**src/shared/nad_pkg.sv**
```systemverilog
// Package: opcodes, field positions, reset values and address widths of the nibble adder
package nad_pkg;
  // ******************************
  // Instruction fields
  // ******************************
  localparam int           INSTR_W        = 16;
  localparam int           OP_HI          = 15;
  localparam int           OP_LO          = 11;
  localparam int           MROW_HI        = 10;
  localparam int           MROW_LO        = 8;
  localparam int           MCOL_HI        = 7;
  localparam int           MCOL_LO        = 4;
  localparam int           LOW_HI         = 3;
  localparam int           LOW_LO         = 0;
  localparam logic [4:0]   OP_ADD_RM      = 5'h00;
  localparam logic [4:0]   OP_ADD_WITH_CARRY_OPERATION_RM     = 5'h02;
  localparam logic [4:0]   OP_ADD_MI      = 5'h10;
  localparam logic [4:0]   OP_ADD_WITH_CARRY_OPERATION_MI     = 5'h12;
  // ******************************
  // Addresses and reset values
  // ******************************
  localparam int           DADDR_W        = 11;
  localparam logic [3:0]   BCD_LIMIT      = 4'h9;
  localparam logic [3:0]   BCD_FIX        = 4'h6;
  localparam logic         CARRY_RST      = 1'b0;
  localparam logic         ZERO_RST       = 1'b0;
  localparam logic [3:0]   NIB_RST        = 4'h0;
  localparam logic [DADDR_W-1:0] ADDR_RST = 11'h000;
  typedef enum logic [1:0] {NAD_IDLE, NAD_READ, NAD_WRITE} nad_state_t;
endpackage

```
**src/verilog/nad_adder.sv**
```systemverilog
// Leaf: one nibble addition, binary or decimal adjusted
`timescale 1ns/100ps
module nad_adder
  import nad_pkg::*;
(
  input  wire logic       i_a,
  input  wire logic [3:0] i_x,
  input  wire logic [3:0] i_y,
  input  wire logic       i_carry_in,
  input  wire logic       i_decimal,
  output logic      [3:0] o_sum,
  output logic            o_carry
);
  logic [4:0] raw;
  logic       bcd_over;
  logic [4:0] fixed;
  assign raw      = {1'b0, i_x} + {1'b0, i_y} + {4'h0, i_carry_in & i_a};
  assign bcd_over = raw[4] | (raw[3:0] > BCD_LIMIT);
  assign fixed    = raw + {1'b0, BCD_FIX};
  assign o_sum    = (i_decimal && bcd_over) ? fixed[3:0] : raw[3:0];
  assign o_carry  = i_decimal ? bcd_over : raw[4];
endmodule

```
**src/verilog/nad_datapath.sv**
```systemverilog
// Nibble addition datapath: operand fetch, add, flag update and write-back
`timescale 1ns/100ps
// How it works
// - ADD r,m with compare clear writes register plus memory back to register.
// - Compare set suppresses write-back; carry and zero still update.
// - Carry flag set on nibble carry out, cleared otherwise.
// - Non-zero result always clears the zero flag.
// - Zero result with compare clear sets the zero flag.
// - Zero result with compare set keeps the zero flag.
// - Decimal flag selects binary or BCD; corrected sum is stored.
// - Opcode 10000 adds immediate to memory, written back to memory.
// - Opcode 00010 adds memory, register and carry into register.
// - Index enable ORs index value into the memory operand address.
// - Register field is a column; row and bank come from the pointer.
// - Index value is assembled from high, middle and low nibbles.
// - Opcode 00000 then row, column and register column fields.
module nad_datapath
  import nad_pkg::*;
(
  input  wire logic               i_clock,
  input  wire logic               i_sys_rst,
  input  wire logic               i_start,
  input  wire logic [INSTR_W-1:0] i_instr,
  input  wire logic               i_compare_flag,
  input  wire logic               i_decimal_flag,
  input  wire logic               i_index_enable_flag,
  input  wire logic [2:0]         i_index_high_nibble,
  input  wire logic [3:0]         i_index_middle_nibble,
  input  wire logic [3:0]         i_index_low_nibble,
  input  wire logic [2:0]         i_gpr_pointer_high,
  input  wire logic [3:0]         i_gpr_pointer_low,
  input  wire logic [3:0]         i_mem_rdata,
  input  wire logic [3:0]         i_reg_rdata,
  output logic                    o_busy,
  output logic                    o_done,
  output logic [DADDR_W-1:0]      o_mem_addr,
  output logic                    o_mem_we,
  output logic [3:0]              o_mem_wdata,
  output logic [DADDR_W-1:0]      o_reg_addr,
  output logic                    o_reg_we,
  output logic [3:0]              o_reg_wdata,
  output logic                    o_carry_flag,
  output logic                    o_zero_flag
);
  // ******************************
  // Decode
  // ******************************
  logic [4:0]         op;
  logic [2:0]         memory_row_field;
  logic [3:0]         memory_column_field;
  logic [3:0]         low_field;
  logic               is_add;
  logic               to_memory;
  logic               with_carry;
  logic [DADDR_W-1:0] index_register_value;
  logic [DADDR_W-1:0] operand_addr;
  logic [DADDR_W-1:0] eff_mem_addr;
  logic [DADDR_W-1:0] gpr_addr;
  logic [INSTR_W-1:0] held_instr;
  logic [4:0]         held_op;

  assign op                  = i_instr[OP_HI:OP_LO];
  assign memory_row_field    = i_instr[MROW_HI:MROW_LO];
  assign memory_column_field = i_instr[MCOL_HI:MCOL_LO];
  assign low_field           = i_instr[LOW_HI:LOW_LO];
  assign is_add     = (op == OP_ADD_RM) || (op == OP_ADD_WITH_CARRY_OPERATION_RM)
                   || (op == OP_ADD_MI) || (op == OP_ADD_WITH_CARRY_OPERATION_MI);
  // Commit-time decode reads the captured word, so a changing bus cannot steer write-back
  assign held_op    = held_instr[OP_HI:OP_LO];
  assign to_memory  = held_op[4];
  assign with_carry = held_op[1];
  // Index is 3+4+4 bits: bank in the high nibble, row and column below
  assign index_register_value = {i_index_high_nibble, i_index_middle_nibble,
                                 i_index_low_nibble};
  // Data memory bank is not part of this block; operand sits in bank zero
  assign operand_addr = {4'h0, memory_row_field, memory_column_field};
  assign eff_mem_addr = i_index_enable_flag ? (index_register_value | operand_addr)
                                            : operand_addr;
  // Pointer low bit 0 is not part of the row; bank above row above column
  assign gpr_addr = {1'b0, i_gpr_pointer_high, i_gpr_pointer_low[3:1], low_field};

  // ******************************
  // Arithmetic
  // ******************************
  logic [3:0] lhs;
  logic [3:0] sum;
  logic       carry_out;
  logic       keep_result;

  assign lhs = to_memory ? held_instr[LOW_HI:LOW_LO] : i_reg_rdata;
  assign keep_result = ~i_compare_flag;

  nad_adder nad_adder_i (
    .i_a        (with_carry),
    .i_x        (i_mem_rdata),
    .i_y        (lhs),
    .i_carry_in (o_carry_flag),
    .i_decimal  (i_decimal_flag),
    .o_sum      (sum),
    .o_carry    (carry_out)
  );

  // ******************************
  // Sequencer
  // ******************************
  // Two cycles: address out, then read data back and commit
  nad_state_t state;
  nad_state_t next_state;
  logic       take;

  // Refused requests leave the addresses and the held word alone
  assign take = (state == NAD_IDLE) && i_start && is_add;

  always_comb begin
    next_state = state;
    case (state)
      NAD_IDLE:  if (i_start && is_add) next_state = NAD_READ;
      NAD_READ:  next_state = NAD_WRITE;
      NAD_WRITE: next_state = NAD_IDLE;
      default:   next_state = NAD_IDLE;
    endcase
  end

  always_ff @(posedge i_clock) begin
    if (i_sys_rst) begin
      state      <= NAD_IDLE;
      held_instr <= '0;
    end else begin
      state <= next_state;
      if (take) held_instr <= i_instr;
    end
  end

  // Flags must stay stable from start until done; only the instruction word is captured
  logic commit;
  assign commit = (state == NAD_READ);

  always_ff @(posedge i_clock) begin
    if (i_sys_rst) begin
      o_busy       <= 1'b0;
      o_done       <= 1'b0;
      o_mem_addr   <= ADDR_RST;
      o_reg_addr   <= ADDR_RST;
      o_mem_we     <= 1'b0;
      o_reg_we     <= 1'b0;
      o_mem_wdata  <= NIB_RST;
      o_reg_wdata  <= NIB_RST;
      o_carry_flag <= CARRY_RST;
      o_zero_flag  <= ZERO_RST;
    end else begin
      o_busy   <= (next_state != NAD_IDLE);
      o_done   <= commit;
      o_mem_we <= commit && to_memory && keep_result;
      o_reg_we <= commit && !to_memory && keep_result;
      if (take) begin
        o_mem_addr <= eff_mem_addr;
        o_reg_addr <= gpr_addr;
      end
      if (commit) begin
        o_mem_wdata  <= sum;
        o_reg_wdata  <= sum;
        o_carry_flag <= carry_out;
        if (sum != 4'h0) o_zero_flag <= 1'b0;
        else if (!i_compare_flag) o_zero_flag <= 1'b1;
        // Zero with compare set keeps the flag, so chains accumulate
      end
    end
  end
endmodule
```
**config.mk**
```make
export PLATFORM = sky130hd
export DESIGN_NAME = nad_datapath
export DESIGN_NICKNAME = d
export VERILOG_FILES = /design/src/shared/nad_pkg.sv /design/src/verilog/nad_adder.sv /design/src/verilog/nad_datapath.sv
export SDC_FILE = /design/constraint.sdc
export NUM_CORES = 1
export LEC_CHECK = 0
export BUFFER_PORTS_ARGS = -buffer_cell sky130_fd_sc_hd__buf_2
export CORE_MARGIN = 2
export CORE_UTILIZATION = 45
export CTS_CLUSTER_SIZE = 24
export DETAILED_ROUTE_END_ITERATION = 6
export GPL_TIMING_DRIVEN = 0
export PLACE_DENSITY_LB_ADDON = 0.15
export SLEW_MARGIN = 20
export SYNTH_ARGS = -nofsm -noshare
export SYNTH_HDL_FRONTEND = slang
export SYNTH_SLANG_ARGS = --single-unit
```
**constraint.sdc**
```tcl
create_clock -name i_clock -period 3 [get_ports i_clock]
set_input_delay 0.15 -clock i_clock [delete_from_list [all_inputs] [get_ports i_clock]]
set_output_delay 0.15 -clock i_clock [all_outputs]
set_load 0.01 [all_outputs]
```
==> flow_metrics.py <==
metrics = {
    "worst_setup_path": {
        "crit_chain": "mux2i_1, fa_1, inv_1, fa_1, xnor2_2, ha_1, nor3_1, and3_1, nor3_2, a41o_1",
        "cp.arrival_ps": 2850,
        "crit_slowest_cell": "fa_1",
        "r2r-start": "held_instr[15]",
        "rr_worst_depth": 10,
        "reg2reg_to": "o_zero_flag",
        "critPathCaptureType": "register",
        "cp_max_fo": 7,
        "reg2reg_slack_ps": 330,
        "timing_worst_setup_path_type": "register to register",
        "critPathLaunch": "held_instr[15]",
        "cpMostUsedCell": "fa_1",
        "worstSetupStartpointType": "register",
        "required_ps": 3180,
        "crit_path_max_incr_delay_ps": 460,
    },
    "layout": {
        "fin_area_mm2": 0.00223,
        "antenna_cells": 0,
        "nNetsFinal": 335,
        "instances_no_fill": 330,
        "syn_to_final_growth_pct": 33.6,
        "final_cell_mix": "buf_2, dfxtp_1, nand2_1",
        "drive_above_1_share_pct": 42.2,
        "fillCellCount": 357,
        "final_core_util_pct": 61.8,
        "mostFrequentLayoutCell": "buf_2",
        "regArea_um2": 682,
        "multiInputGateArea_um2": 845,
    },
    "clocking": {
        "numClockSinks": 34,
        "numCtsBuffers": 5,
        "hold_buffers": 0,
        "cts_setup_buffers": 0,
        "tritoncts": "built",
        "cts.clk_slew.worst_paths_ps": 70,
        "cts-root-buf": "clkbuf_8",
        "post_cts_resized": 0,
        "htree_levels": 2,
        "clk_latency_ps": 290,
        "clock_path_buffers": 2,
    },
    "timing": {
        "hold_viol": 0,
        "holdWs_ps": 72.0,
        "report.final.slew_viol_count": 0,
        "clock.fmax_mhz": 374,
        "rsz0062_at_grt": "false",
        "timing.final.crit_share_pct": 89.1,
        "setup_viol_count_final": 0,
        "min_period_ps": 2670,
        "finClkSkew_ps": 6.01,
        "worst_slack_ps": 326,
        "worstMarginPinSlew_ps": 503,
        "slew-limit-headroom_pct": 66.5,
        "tns_ps": 0,
    },
    "detailed_routing": {
        "totalWireLength_um": 3840,
        "wire_per_inst_um": 11.6,
        "detail_route.first_pass.iterations": 4,
        "post_drt_via_cell_ratio": 4.85,
        "dr_total_vias": 1599,
        "drc_errors": 0,
        "drt_iter0_markers": 56,
        "final_antenna_net_count": 0,
    },
    "logic_synthesis": {
        "synth_top_area_share_pct": 40.8,
        "yosysSeqAreaShare_pct": 40.8,
        "yosys.area.top_type": "dfxtp_1",
        "synth_edf_count": 0,
        "synth_area_leaders": "dfxtp_1, nand2_1, a21oi_1",
        "netlist_area_mm2": 0.00167,
        "ys_warn_count": 0,
        "avgSynthCellArea_um2": 8.56,
        "syn_nets": 249,
        "ys_seq_elements": 34,
        "ys_dominant_reg_cell": "dfxtp_1",
        "postSynth.asyncResetShare_pct": 0,
        "yosysUniqueCellTypes": 42,
        "syn_inst": 195,
    },
    "global_route": {
        "grt_pass1_vias": 1449,
        "grt_start_max_net_pins": 12,
        "grt_pass1_wl_um": 6620,
        "grtUsageTotal_pct": 20.0,
        "antenna_found_initial": 0,
        "grt_overflow": 0,
    },
    "floorplanning": {
        "initial_utilization_pct": 46.3,
        "core.rowCount": 22,
        "die_x_um": 64.9,
        "die_y_um": 64.9,
        "core-area_mm2": 0.00361,
        "ioPinCount": 84,
        "floorplan.die_area_mm2": 0.00421,
    },
    "power_and_ir_drop": {
        "p_per_area_mw_per_mm2": 448,
        "peakVddDrop_mv": 0.245,
        "power.total_mw": 0.999,
        "p_leak_nw": 1.05,
    },
    "worst_hold_path": {
        "hp-class": "primary input to register",
        "min_to": "o_reg_we",
        "hold_start": "i_compare_flag",
        "min_path_cells": 2,
    },
    "placed_design": {
        "io_buffers": 80,
        "numPlacedInstances": 323,
        "dp_hpwl_um": 3020,
        "gp_congestion": 0.898,
        "postPlaceCellArea_mm2": 0.00213,
        "dp_slack_ps": 61.1,
    },
    "status": {
        "status": "complete, no violations",
    },
    "job": {
        "maxCapViolCount": 0,
    },
}
==> critical path: cells and delay by family (launching register included) <==
family / cells / cell delay [ps]
compound gates: 1 / 230
xor+xnor: 1 / 180
fa+ha+maj: 3 / 1010
buf+inv: 1 / 60
flops: 1 / 410
mux: 1 / 270
simple gates: 3 / 390
==> synth_stat cells, drive strengths merged (2+ instances only) <==
cell and count:
dfxtp 34, nand2 31, a21oi 20, nor2 18
a211oi 14, buf 12, nor3 10, clkbuf 9
inv 5, nand3 5, ha 4, mux2 3
a21o 2, and2 2, and3b 2, fa 2
mux2i 2, nand2b 2, nor3b 2, nor4 2
o21ai 2
==> worst max path at each step <==
stage | end | slack [ps]
finish | o_zero_flag | 330
global route | o_zero_flag | 80
CTS | o_zero_flag | 40
detailed placement | o_zero_flag | 60
global placement | o_zero_flag | 110
floorplan | o_zero_flag | 330
==> area by class of cell <==
type	count	area share, %
Buffer	20	5.78
Clock buffer	6	3.70
Clock inverter	2	0.561
Inverter	5	0.842
Multi-Input combinational cell	135	37.9
Sequential cell	34	30.6
Tap cell	48	2.69
Timing Repair Buffer	80	18.0
==> logic make-up after synthesis <==
family | Yosys count | share of synthesized area, %
mux | 5 | 3.22
fa+ha+maj | 6 | 5.40
compound gates | 42 | 17.3
other cells | 1 | 0.225
buf+inv | 26 | 9.07
simple gates | 80 | 23.5
xor+xnor | 1 | 0.525
flops | 34 | 40.8
==> registers in the layout (all words and copies together), names as in the netlist <==
| register | flops |
|---|---|
| o_busy | 1 |
| o_mem_addr | 11 |
| held_instr | 6 |
| state | 2 |
| o_zero_flag | 1 |
| o_reg_wdata | 4 |
| o_mem_we | 1 |
| o_reg_we | 1 |
| o_reg_addr | 6 |
| o_carry_flag | 1 |
==> layer usage <==
metal / share of wire (%) / vias up / track usage, %
met2: 44 / 62 / 30.9
li1: - / 834 / -
met5: 0 / - / 0
met1: 47 / 700 / 26.5
met4: 0.70 / 0 / 4.79
met3: 8.4 / 3 / 7.29
==> report_power, final <==
part,total [mW],internal [mW],switching [mW]
sequential,0.467,0.461,0.00562
clock,0.352,0.184,0.167
combinational,0.181,0.0882,0.0931
total,0.999,0.733,0.266
Power figures use the tool's default switching activity.
